[src/logic/pbm_pkg.sv]
package pbm_pkg;
   // Pixel ports multiplexed per load strobe, and their widths.
   localparam int PBM_PORTS = 5;
   localparam int PBM_PIX_W = 8;
   localparam int PBM_OVL_W = 2;
   // Device register addresses on the device's own parallel bus.
   localparam logic [1:0] PBM_A_READ_MASK = 2'h0;
   localparam logic [1:0] PBM_A_BLINK_MASK = 2'h1;
   localparam logic [1:0] PBM_A_COMMAND = 2'h2;
   localparam logic [1:0] PBM_A_PROBE = 2'h3;
   // Command register fields.
   localparam int PBM_CMD_BLINK_LO = 4;
   localparam int PBM_CMD_BLINK_HI = 5;
   localparam int PBM_CMD_MUX5 = 7;
   // Probe select field, nibble select bit and the six valid codes.
   localparam int PBM_PROBE_NIB = 3;
   localparam logic [3:0] PBM_PR_BLUE_MS = 4'h4;
   localparam logic [3:0] PBM_PR_GREEN_MS = 4'h2;
   localparam logic [3:0] PBM_PR_RED_MS = 4'h1;
   localparam logic [3:0] PBM_PR_BLUE_LS = 4'hC;
   localparam logic [3:0] PBM_PR_GREEN_LS = 4'hA;
   localparam logic [3:0] PBM_PR_RED_LS = 4'h9;
   // Blink on lengths and full periods, in vertical periods.
   localparam logic [6:0] PBM_ON_00 = 7'h10;
   localparam logic [7:0] PBM_PER_00 = 8'h40;
   localparam logic [6:0] PBM_ON_01 = 7'h10;
   localparam logic [7:0] PBM_PER_01 = 8'h20;
   localparam logic [6:0] PBM_ON_10 = 7'h20;
   localparam logic [7:0] PBM_PER_10 = 8'h40;
   localparam logic [6:0] PBM_ON_11 = 7'h40;
   localparam logic [7:0] PBM_PER_11 = 8'h80;
   // A sync low run of at least this many loads marks vertical sync.
   localparam logic [7:0] PBM_VSYNC_MIN_LOADS = 8'h40;
   // Load strobe divide ratios and the count at which the strobe falls.
   localparam logic [2:0] PBM_DIV4 = 3'h4;
   localparam logic [2:0] PBM_DIV5 = 3'h5;
   localparam logic [2:0] PBM_STROBE_HIGH = 3'h2;
   // Host video register after reset: overlay zero, sync and blank inactive.
   localparam logic [3:0] PBM_VIDEO_RESET = 4'hC;
   // Host controller Avalon byte offsets and fields.
   localparam logic [4:0] PBM_H_ACCESS = 5'h00;
   localparam logic [4:0] PBM_H_STATUS = 5'h04;
   localparam logic [4:0] PBM_H_LOAD = 5'h08;
   localparam logic [4:0] PBM_H_PIXEL = 5'h0C;
   localparam logic [4:0] PBM_H_VIDEO = 5'h10;
   localparam int PBM_ACC_ADDR_LO = 8;
   localparam int PBM_ACC_READ = 10;
   localparam int PBM_LOAD_RUN = 0;
   localparam int PBM_LOAD_MUX5 = 1;
   localparam int PBM_VID_SYNC_N = 2;
   localparam int PBM_VID_BLANK_N = 3;
endpackage

[src/logic/pbm_link_if.sv]
`timescale 1ns/10ps
interface pbm_link_if;
   import pbm_pkg::*;
   logic load_strobe;
   logic [PBM_PORTS*PBM_PIX_W-1:0] pixel_plane_inputs;
   logic [PBM_PORTS*PBM_OVL_W-1:0] overlay_select;
   logic sync_n;
   logic blank_n;
   logic [1:0] bus_addr;
   logic [7:0] bus_wdata;
   logic bus_wr;
   logic bus_rd;
   logic [7:0] bus_rdata;
   logic bus_rvalid;
   modport dev (input load_strobe, pixel_plane_inputs, overlay_select, sync_n, blank_n,
      bus_addr, bus_wdata, bus_wr, bus_rd, output bus_rdata, bus_rvalid);
   modport host (output load_strobe, pixel_plane_inputs, overlay_select, sync_n, blank_n,
      bus_addr, bus_wdata, bus_wr, bus_rd, input bus_rdata, bus_rvalid);
endinterface

[src/logic/pbm_device.sv]
`timescale 1ns/10ps
// How it works
// RQ1: Gate bit set: plane passes during on.
// RQ2: Gate bit set: plane zeroed during off.
// RQ3: Gate bit clear: plane always passes.
// RQ4: Blink timing comes from command rate bits.
// RQ5: Gate register bit0 on data line 0.
// RQ6: Probe register readable/writable anytime, uninitialised.
// RQ7: Writes touch low nibble; reads return eight.
// RQ8: Codes 4,2,1 give blue/green/red high nibble.
// RQ9: Codes C,A,9 give blue/green/red low nibble.
// RQ10: Host writes one-hot colour code, nibble bit.
// RQ11: Read shows nibble over old select code.
// RQ12: Pixels held steady during a probe read.
// RQ13: Inputs latched on load strobe rising edge.
// RQ14: Strobe is quarter/fifth rate, any phase.
// RQ15: Rate codes: 16/48,16/16,32/32,64/64 frames.
// RQ16: Planes ANDed with read mask first.
// RQ17: Same gating all ports; step per vsync.
module pbm_device
   import pbm_pkg::*;
(
   input wire logic CLK,
   input wire logic RESET,
   pbm_link_if.dev LINK,
   input wire logic [7:0] DAC_RED,
   input wire logic [7:0] DAC_GREEN,
   input wire logic [7:0] DAC_BLUE,
   output logic [PBM_PORTS*PBM_PIX_W-1:0] PAL_ADDR,
   output logic [PBM_PORTS*PBM_OVL_W-1:0] PAL_OVERLAY,
   output logic PAL_SYNC_N,
   output logic PAL_BLANK_N,
   output logic PAL_VALID,
   output logic BLINK_ON
);
   // All device state: the four software registers, the pixel latch,
   // the vertical period detector, the blink phase and the read answer.
   typedef struct packed {
      // Software registers, never reset.
      logic [7:0] read_mask;
      logic [7:0] blink_gate;
      logic [7:0] command;
      logic [7:0] probe;
      // Load edge detector and the latched pixel pipeline.
      logic strobe_prev;
      logic [PBM_PORTS*PBM_PIX_W-1:0] pal_addr;
      logic [PBM_PORTS*PBM_OVL_W-1:0] ovl;
      logic sync_n;
      logic blank_n;
      logic valid;
      // Vertical period detector and blink phase.
      logic [7:0] sync_low;
      logic [6:0] frame;
      logic blink_out;
      // Read answer back to the host end.
      logic [7:0] rdata;
      logic rvalid;
   } pbm_dev_state_t;

   pbm_dev_state_t s_q, s_d;
   logic [1:0] rate;
   logic [6:0] on_len;
   logic [7:0] period;
   logic blink_on;
   logic [7:0] plane_keep;
   logic load_rise;
   logic vsync_tick;
   logic [3:0] probe_nib;

   // Blink on length and period per rate select code. [RQ4] [RQ15]
   // An unwritten command register falls into the default, slowest rate.
   assign rate = {s_q.command[PBM_CMD_BLINK_HI], s_q.command[PBM_CMD_BLINK_LO]};
   always_comb begin
      case (rate)
         2'b00: begin
            on_len = PBM_ON_00;
            period = PBM_PER_00;
         end
         2'b01: begin
            on_len = PBM_ON_01;
            period = PBM_PER_01;
         end
         2'b10: begin
            on_len = PBM_ON_10;
            period = PBM_PER_10;
         end
         default: begin
            on_len = PBM_ON_11;
            period = PBM_PER_11;
         end
      endcase
   end

   // The blink phase is on for the first on_len vertical periods of each cycle.
   assign blink_on = s_q.frame < on_len;
   // Gated planes pass in the on phase, drop to zero otherwise. [RQ1] [RQ2] [RQ3]
   // A clear gate bit keeps its plane in both phases.
   assign plane_keep = blink_on ? 8'hFF : ~s_q.blink_gate;
   // The strobe comes from logic on CLK, so a registered copy gives its edge. [RQ14]
   // The copy resets low, the strobe's idle level, so no false edge follows reset.
   assign load_rise = LINK.load_strobe & ~s_q.strobe_prev;
   // Vertical sync ends when a long low sync run returns high. [RQ17]
   // Horizontal sync pulses are far shorter than the minimum run, so only the
   // vertical pulse can step the blink phase.
   assign vsync_tick = load_rise & LINK.sync_n & ~s_q.sync_n
      & (s_q.sync_low >= PBM_VSYNC_MIN_LOADS);

   // Probe nibble from the selected converter input. [RQ8] [RQ9]
   // Any other code, with no colour or several, reads a zero nibble.
   always_comb begin
      case (s_q.probe[3:0])
         PBM_PR_BLUE_MS: probe_nib = DAC_BLUE[7:4];
         PBM_PR_GREEN_MS: probe_nib = DAC_GREEN[7:4];
         PBM_PR_RED_MS: probe_nib = DAC_RED[7:4];
         PBM_PR_BLUE_LS: probe_nib = DAC_BLUE[3:0];
         PBM_PR_GREEN_LS: probe_nib = DAC_GREEN[3:0];
         PBM_PR_RED_LS: probe_nib = DAC_RED[3:0];
         default: probe_nib = 4'h0;
      endcase
   end

   // Next state: register writes and reads, pixel latch, blink counter.
   // Host writes and reads arrive as one-cycle pulses from the host end.
   always_comb begin
      s_d = s_q;
      s_d.strobe_prev = LINK.load_strobe;
      // Blink phase output is registered like the other data outputs.
      s_d.blink_out = blink_on;
      s_d.valid = 1'b0;
      s_d.rvalid = 1'b0;
      if (LINK.bus_wr) begin
         case (LINK.bus_addr)
            PBM_A_READ_MASK: s_d.read_mask = LINK.bus_wdata;
            PBM_A_BLINK_MASK: s_d.blink_gate = LINK.bus_wdata; // Bit n on line n. [RQ5]
            PBM_A_COMMAND: s_d.command = LINK.bus_wdata;
            default: s_d.probe[3:0] = LINK.bus_wdata[3:0]; // Low nibble only. [RQ7] [RQ6]
         endcase
      end
      if (LINK.bus_rd) begin
         // The answer stands on the link one cycle after the read pulse.
         s_d.rvalid = 1'b1;
         case (LINK.bus_addr)
            PBM_A_READ_MASK: s_d.rdata = s_q.read_mask;
            PBM_A_BLINK_MASK: s_d.rdata = s_q.blink_gate;
            PBM_A_COMMAND: s_d.rdata = s_q.command;
            default: s_d.rdata = {probe_nib, s_q.probe[3:0]}; // [RQ11] [RQ7]
         endcase
      end
      // Latch pixels, overlay, sync and blank on the strobe's rise. [RQ13]
      if (load_rise) begin
         s_d.valid = 1'b1;
         for (int p = 0; p < PBM_PORTS; p++) begin
            // Read mask AND, then blink gating, same on every port. [RQ16] [RQ17]
            s_d.pal_addr[p*PBM_PIX_W+:PBM_PIX_W] =
               LINK.pixel_plane_inputs[p*PBM_PIX_W+:PBM_PIX_W] & s_q.read_mask & plane_keep;
         end
         s_d.ovl = LINK.overlay_select;
         s_d.sync_n = LINK.sync_n;
         s_d.blank_n = LINK.blank_n;
         // Sync low runs are counted in loads and saturate rather than wrap.
         if (LINK.sync_n) begin
            s_d.sync_low = 8'h00;
         end else if (s_q.sync_low != 8'hFF) begin
            s_d.sync_low = s_q.sync_low + 8'h01;
         end
      end
      // One blink step per vertical period, wrapping at the period. [RQ17] [RQ15]
      // The wrap compares with at least, so a rate change mid-cycle never
      // leaves the counter stranded beyond the new period.
      if (vsync_tick) begin
         if ({1'b0, s_q.frame} >= period - 8'h01) begin
            s_d.frame = 7'h00;
         end else begin
            s_d.frame = s_q.frame + 7'h01;
         end
      end
      // Software registers keep no reset value; the pipeline does. [RQ5] [RQ6]
      // Pixel state and the blink phase restart; the registers wait for the host.
      if (RESET) begin
         s_d.strobe_prev = 1'b0;
         s_d.blink_out = 1'b0;
         s_d.pal_addr = '0;
         s_d.ovl = '0;
         s_d.sync_n = 1'b1;
         s_d.blank_n = 1'b1;
         s_d.valid = 1'b0;
         s_d.sync_low = 8'h00;
         s_d.frame = 7'h00;
         s_d.rdata = 8'h00;
         s_d.rvalid = 1'b0;
      end
   end

   // State register.
   always_ff @(posedge CLK) begin
      s_q <= s_d;
   end

   // Outputs from registered state.
   assign PAL_ADDR = s_q.pal_addr;
   assign PAL_OVERLAY = s_q.ovl;
   assign PAL_SYNC_N = s_q.sync_n;
   assign PAL_BLANK_N = s_q.blank_n;
   assign PAL_VALID = s_q.valid;
   assign BLINK_ON = s_q.blink_out;
   // The read answer goes straight back over the link.
   assign LINK.bus_rdata = s_q.rdata;
   assign LINK.bus_rvalid = s_q.rvalid;
endmodule

[src/flat_wrapper.sv]
// flat-port wrapper written by rule: the top's interface ports become plain ports
module pbm_device_flat import pbm_pkg::*;
  (CLK, RESET, DAC_RED, DAC_GREEN, DAC_BLUE, PAL_ADDR, PAL_OVERLAY, PAL_SYNC_N, PAL_BLANK_N, PAL_VALID, BLINK_ON, LINK_load_strobe, LINK_pixel_plane_inputs, LINK_overlay_select, LINK_sync_n, LINK_blank_n, LINK_bus_addr, LINK_bus_wdata, LINK_bus_wr, LINK_bus_rd, LINK_bus_rdata, LINK_bus_rvalid);
  pbm_link_if LINK_i ();
  input wire logic CLK;
  input wire logic RESET;
  input wire logic [7:0] DAC_RED;
  input wire logic [7:0] DAC_GREEN;
  input wire logic [7:0] DAC_BLUE;
  output logic [PBM_PORTS*PBM_PIX_W-1:0] PAL_ADDR;
  output logic [PBM_PORTS*PBM_OVL_W-1:0] PAL_OVERLAY;
  output logic PAL_SYNC_N;
  output logic PAL_BLANK_N;
  output logic PAL_VALID;
  output logic BLINK_ON;
  input wire logic [$bits(LINK_i.load_strobe)-1:0] LINK_load_strobe;
  input wire logic [$bits(LINK_i.pixel_plane_inputs)-1:0] LINK_pixel_plane_inputs;
  input wire logic [$bits(LINK_i.overlay_select)-1:0] LINK_overlay_select;
  input wire logic [$bits(LINK_i.sync_n)-1:0] LINK_sync_n;
  input wire logic [$bits(LINK_i.blank_n)-1:0] LINK_blank_n;
  input wire logic [$bits(LINK_i.bus_addr)-1:0] LINK_bus_addr;
  input wire logic [$bits(LINK_i.bus_wdata)-1:0] LINK_bus_wdata;
  input wire logic [$bits(LINK_i.bus_wr)-1:0] LINK_bus_wr;
  input wire logic [$bits(LINK_i.bus_rd)-1:0] LINK_bus_rd;
  output wire logic [$bits(LINK_i.bus_rdata)-1:0] LINK_bus_rdata;
  output wire logic [$bits(LINK_i.bus_rvalid)-1:0] LINK_bus_rvalid;
  assign LINK_i.load_strobe = LINK_load_strobe;
  assign LINK_i.pixel_plane_inputs = LINK_pixel_plane_inputs;
  assign LINK_i.overlay_select = LINK_overlay_select;
  assign LINK_i.sync_n = LINK_sync_n;
  assign LINK_i.blank_n = LINK_blank_n;
  assign LINK_i.bus_addr = LINK_bus_addr;
  assign LINK_i.bus_wdata = LINK_bus_wdata;
  assign LINK_i.bus_wr = LINK_bus_wr;
  assign LINK_i.bus_rd = LINK_bus_rd;
  assign LINK_bus_rdata = LINK_i.bus_rdata;
  assign LINK_bus_rvalid = LINK_i.bus_rvalid;
  pbm_device u_core (.CLK(CLK), .RESET(RESET), .LINK(LINK_i), .DAC_RED(DAC_RED), .DAC_GREEN(DAC_GREEN), .DAC_BLUE(DAC_BLUE), .PAL_ADDR(PAL_ADDR), .PAL_OVERLAY(PAL_OVERLAY), .PAL_SYNC_N(PAL_SYNC_N), .PAL_BLANK_N(PAL_BLANK_N), .PAL_VALID(PAL_VALID), .BLINK_ON(BLINK_ON));
endmodule
[config.mk]
export PLATFORM = sky130hd
export DESIGN_NAME = pbm_device_flat
export DESIGN_NICKNAME = d
export VERILOG_FILES = /design/src/logic/pbm_pkg.sv /design/src/logic/pbm_link_if.sv /design/src/logic/pbm_device.sv /design/src/flat_wrapper.sv
export SDC_FILE = /design/constraint.sdc
export NUM_CORES = 1
export LEC_CHECK = 0
export ABC_CLOCK_PERIOD_IN_PS = 1900
export BUFFER_PORTS_ARGS = -buffer_cell sky130_fd_sc_hd__buf_4
export CORE_ASPECT_RATIO = 0.6
export CORE_MARGIN = 3
export CORE_UTILIZATION = 46
export DETAILED_ROUTE_END_ITERATION = 8
export PLACE_DENSITY = 0.74
export SLEW_MARGIN = 20
export SYNTH_ARGS = -nofsm -noshare
export SYNTH_HDL_FRONTEND = slang
export SYNTH_SLANG_ARGS = --single-unit
[constraint.sdc]
create_clock -name CLK -period 1.9 [get_ports CLK]
set_input_delay 0.19 -clock CLK [delete_from_list [all_inputs] [get_ports CLK]]
set_output_delay 0.19 -clock CLK [all_outputs]
set_load 0.02 [all_outputs]
# ---- Word level (Yosys, flattened, before mapping)
# Index checks and enable logic that the tools add are counted.
dict set report totals {
  output_inout_bits 63
  elab_cells 71
  regBits 107
}
dict set report classes {
  n_eq_ne 11
  add_sub_neg 3
  magnitude_cmp 3
  n_bitwise 18
  mux 10
  n_reduce_logical 11
}
# cell n
set op_table {}
lappend op_table {{$and 8x8->8} 10}
lappend op_table {{$mux 8} 3}
lappend op_table {{$pmux 4 s6} 1}
lappend op_table {{$pmux 8 s3} 1}
lappend op_table {{$pmux 8 s2} 1}
lappend op_table {{$pmux 7 s2} 1}
lappend op_table {{$eq 4x4->1 const B} 3}
lappend op_table {{$reduce_and 2->1} 5}
lappend op_table {{$mux 9} 1}
lappend op_table {{$add 8x1->8 const B} 1}
lappend op_table {{$ge 7x8->1} 1}
lappend op_table {{$ge 8x7->1 const B} 1}
lappend op_table {{$ne 8x8->1 const B} 1}
lappend op_table {{$not 8->8} 1}
lappend op_table {{$sub 8x1->8 const B} 1}
lappend op_table {{$add 7x1->7 const B} 1}
lappend op_table {{$lt 7x7->1} 1}
lappend op_table {{$mux 7} 1}
lappend op_table {{$and 1x1->1} 4}
lappend op_table {{$eq 2x1->1 const B} 2}
lappend op_table {{$eq 2x2->1 const B} 2}
lappend op_table {{$eq 4x1->1 const B} 1}
lappend op_table {{$eq 4x2->1 const B} 1}
lappend op_table {{$eq 4x3->1 const B} 1}
lappend op_table {{other kinds (6)} 10}

# ---- Longest topological paths before layout
dict set report logic_depth {
  depth_word 6
  mapped_depth 8
  ltp_nobuf 6
}

# ---- Worst setup path before layout
# Ideal clock, no wire load.
dict set report synth_path {
  kind {register to register}
  startpoint {register u_core.s_q, in the netlist u_core.rate[0]}
  endpoint {register u_core.s_q, in the netlist u_core.PAL_ADDR[0]}
  period_less_slack_ps 1804
  slack_ps 96
  required_ps 1840
  stages_incl_launch_ff 8
  arrival_ps 1744
  path_cell_list {edfxtp_1 -> nand2b_1 -> ha_1 -> o21a_1 -> o21a_1 -> buf_6 -> o41ai_4 -> a22o_1}
}
dict set report synth_between {
  elab_chain_len 6
  elab_cells_between_ends 8
  cone_classes {order compare: 1; eq/ne: 2; mux: 2; bitwise: 1; reduce/logical: 2}
}
# item line
set synth_lines {}
lappend synth_lines {{from (decl)} pbm_device.sv:60} ;# pbm_dev_state_t s_q, s_d;
lappend synth_lines {{from (signal assigned)} pbm_device.sv:196} ;# s_q <= s_d;
lappend synth_lines {{$eq 2x1->1 / $logic_not 2->1 (equally long branches)} pbm_device.sv:74} ;# case (rate)
lappend synth_lines {{$reduce_or 2->1 (no line)} --}
lappend synth_lines {{$pmux 7 s2 *} pbm_device.sv:74}
lappend synth_lines {{$lt 7x7->1 *} pbm_device.sv:95} ;# assign blink_on = s_q.frame < on_len;
lappend synth_lines {{$mux 8 *} pbm_device.sv:98} ;# assign plane_keep = blink_on ? 8'hFF : ~s_q.blink_gate;
lappend synth_lines {{$and 8x8->8 *} pbm_device.sv:155} ;# LINK.pixel_plane_inputs[p*PBM_PIX_W+:PBM_PIX_W] & s_q.read_mask & plane_keep;
# Every way passes the cells marked *; elsewhere a longest branch is shown, timed or not.
# A chain may end at the register's enable or synchronous reset.

# ---- Worst setup path after layout
dict set report layout_path {
  startpoint {register u_core.s_q, in the netlist u_core.rate[0]}
  endpoint {register u_core.s_q, in the netlist u_core.PAL_ADDR[11]}
}
# The elaborated chain is that of the path after synthesis.

==> reports/metrics.cfg <==
[cells_and_area]
final_nets = 644
layout_stage_area_growth_over_the_synthesis_result_pct = 24.26
antennaDiodeCount = 0
final.fill_count = 844
final_common_cell = buf_4
finish.utilization_pct = 60.43
layout-drive-gt1-share_pct = 36.59
final_cell_mix = 165 x buf_4, 79 x dfxtp_1, 40 x a22o_1, 35 x nand2_1, 28 x edfxtp_1
post-route-cell-area_um2 = 6140

[worst_setup_path]
worst_r2r_path_depth = 7
setup.worst_path.start = u_core.rate[0]
worst-path-max-fanout = 9
critPathArrivalTime_ns = 2.09
critical_path.startpoint_type = flop
endpoint_kind = flop
crit_required_ns = 2.19
r2r_start = u_core.rate[0]
critPathKind = reg -> reg

[global_route]
grt_overflow_total = 0
number_of_antenna_violations_at_the_first_check_in_global_routing = 0
first_global_vias = 3598
largest_net_degree_at_the_start_of_global_routing = 41
gr-usage-all-layers_pct = 18.19
global_route_wire_length_before_repair_um = 17620

[place]
postPlaceCellArea_um2 = 5796
detailed_place_hpwl_um = 8490
port_buf_inserts = 153
place.gp.congestion = 0.8167

[synthesis]
synth_warn = 0
ys_async_sr_fraction_pct = 0
netlist-cell-type-count = 50
ys_ff_latch = 107
syn_area_per_cell_um2 = 10.93
syn-instance-count = 452
dominantRegCellSynth = dfxtp_1
synth_edf_count = 28
postSynthNetCount = 549
area_of_the_mapped_netlist_um2 = 4941
ys_seq_area_share_pct = 49.03

[sta]
worst_clock_skew_ns = 0.006477
relSlewSlack_pct = 55.81
final-max-slew-violation-count = 0
period_share_pct = 94.92
setup_repair_after_global_routing_missed_its_margin = true
layout_min_cycle_time_ns = 1.803
max_slew.worst_pin.slew_ns = 0.6628
final-hold-violation-count = 0
report.final.setup_viol = 0
fmaxAchievable_ghz = 0.5545

[floorplan]
floorplan.die.width_um = 139.8
core_area_um2 = 10160
fp.dieArea_um2 = 12060
top_level_ports = 154
starting_utilization_of_the_core_area_pct = 48.63
fp-row-count = 28
die_h_um = 86.28

[detailed_routing]
postRouteWirelength_um = 11250
drt.antenna.violating_nets = 0
avgRoutedWirePerCell_um = 16.38
drt_first_iter_violations = 216
drc_errors = 0
drt-pass1-iter-count = 4
dr_total_vias = 3586
detail_route.vias_per_cell = 5.220

[power]
p_switching_uw = 1276
max-vdd-ir-drop_uv = 427.5
leakage_power_uw = 0.002661
power_density_nw_per_um2 = 823.5
power.total_uw = 5056
swShare_pct = 25.23
clkPwrFrac_pct = 36.5
pwr-share-seq_pct = 49.8
internal_portion_of_total_power_uw = 3780
combinationalPowerShare_pct = 13.7

[clock_network]
ctsRootBufferMaster = clkbuf_16
clockBufferDepth = 2
clock_tree_from_tritoncts = yes
cts_inserted_buffers = 9
worstSkewPairLatency_ns = 0.35
clock_sinks = 107
clkTransAtPathRegs_ns = 0.07
clock_tree.htree_level_count = 3

[worst_hold_path]
min_path_cells = 1
hold_path_class = in -> reg
hold_path_startpoint = LINK_bus_wdata[6]

[run]
max-cap-violations = 0

[status]
status = completed

## cells in the mapped netlist (4+ instances only)
| cell type | number | area (µm²) |
|---|---|---|
| xnor2_1 | 6 | 52.55 |
| a21oi_1 | 22 | 110.1 |
| mux4_2 | 4 | 90.09 |
| mux2i_1 | 18 | 180.2 |
| nand3b_1 | 17 | 127.6 |
| a22o_1 | 40 | 350.3 |
| o21ai_0 | 12 | 60.06 |
| inv_1 | 10 | 37.54 |
| nor3_1 | 4 | 20.02 |
| nand3_1 | 5 | 25.02 |
| dfxtp_1 | 79 | 1582 |
| o41ai_4 | 8 | 220.2 |
| nor2_1 | 26 | 97.59 |
| nand2b_1 | 4 | 25.02 |
| buf_2 | 6 | 30.03 |
| ha_1 | 6 | 75.07 |
| edfxtp_1 | 28 | 840.8 |
| clkbuf_1 | 11 | 41.29 |
| nand2_1 | 35 | 131.4 |
| buf_4 | 59 | 442.9 |
## worst max-delay path, cell delays in order, from the launching register on
cell and delay (ns):
edfxtp_1 0.39, nand2b_4 0.16, ha_4 0.21, o21a_1 0.10, o21a_1 0.19, buf_12 0.16, o41ai_4 0.33, a22o_1 0.21
## power by group through the flow
| stage | registers, µW | logic (µW) | clock network [µW] |
|---|---|---|---|
| floorplan | 2550 | 452 | 0 |
| CTS | 2520 | 692 | 1890 |
| global route | 2530 | 744 | 1970 |
| global placement | 2560 | 673 | 0 |
| finish | 2520 | 692 | 1850 |
| detailed placement | 2570 | 688 | 0 |
## state kept, by name (all words and copies together), names as in the netlist, 2 cells and up
register,count
u_core.s_q,42
u_core.PAL_ADDR,40
u_core.PAL_OVERLAY,10
u_core.LINK.bus_rdata,8
u_core.rate,2
## final timing paths
| path | slack (ns) | end |
|---|---|---|
| hold / removal | 0.03 | u_core.s_q[93] |
| setup reg to reg | 0.1 | u_core.PAL_ADDR[11] |
| setup / recovery | 0.1 | u_core.PAL_ADDR[11] |
| hold reg to reg | 0.46 | u_core.PAL_OVERLAY[5] |
## area by class of cell
cell class / count / area, µm² / area share [%]
Multi-Input combinational cell: 252 / 1948 / 31.73
Inverter: 11 / 43.79 / 0.7133
Tap cell: 135 / 168.9 / 2.751
Clock buffer: 9 / 225.2 / 3.668
Sequential cell: 107 / 2422 / 39.45
Timing Repair Buffer: 166 / 1259 / 20.50
Clock inverter: 7 / 72.57 / 1.182
## per-stage QoR
step / TNS, ns / instances / hold WS, ns / worst slack [ns]
after floorplan: 0 / 452 / 0.2889 / 0.09640
after global placement: 0 / 669 / 0.3863 / 0.03079
after detailed placement: -0.2364 / 669 / 0.3916 / -0.02355
after CTS: 0 / 685 / 0.02607 / 0.005237
after global routing: -0.003246 / 687 / 0.02299 / -0.003246
final: 0 / 687 / 0.03346 / 0.09660
## logic make-up (layout without fill, tap and decap cells)
family / Yosys count / in the layout / share of synthesized area (%)
AOI/OAI and AO/OA: 103 / 103 / 18.38
adders and majority gates: 6 / 6 / 1.519
DFF: 107 / 107 / 49.03
xor gates and xnor gates: 8 / 8 / 1.418
and+or+nand+nor: 113 / 113 / 11.95
buffers and inverters: 93 / 193 / 12.23
muxes: 22 / 22 / 5.470
## timing repair
item                                    in CTS  in global routing
resized for setup                            2                  2
endpoints found under the setup margin      36                 34
hold buffers                                 0                  0
pin swaps                                   11                  2
buffers inserted                             0                  2
## routing by layer
layer	up-vias	routed length, µm	global-route usage [%]	part of all wire (%)
met5	-	0	0	0
met1	1690	5060	23.95	45
met3	4	816	6.229	7.3
met4	0	25	3.430	0.22
li1	1775	-	-	-
met2	117	5351	29.74	48
No activity file was read; power rests on OpenSTA's default activity.
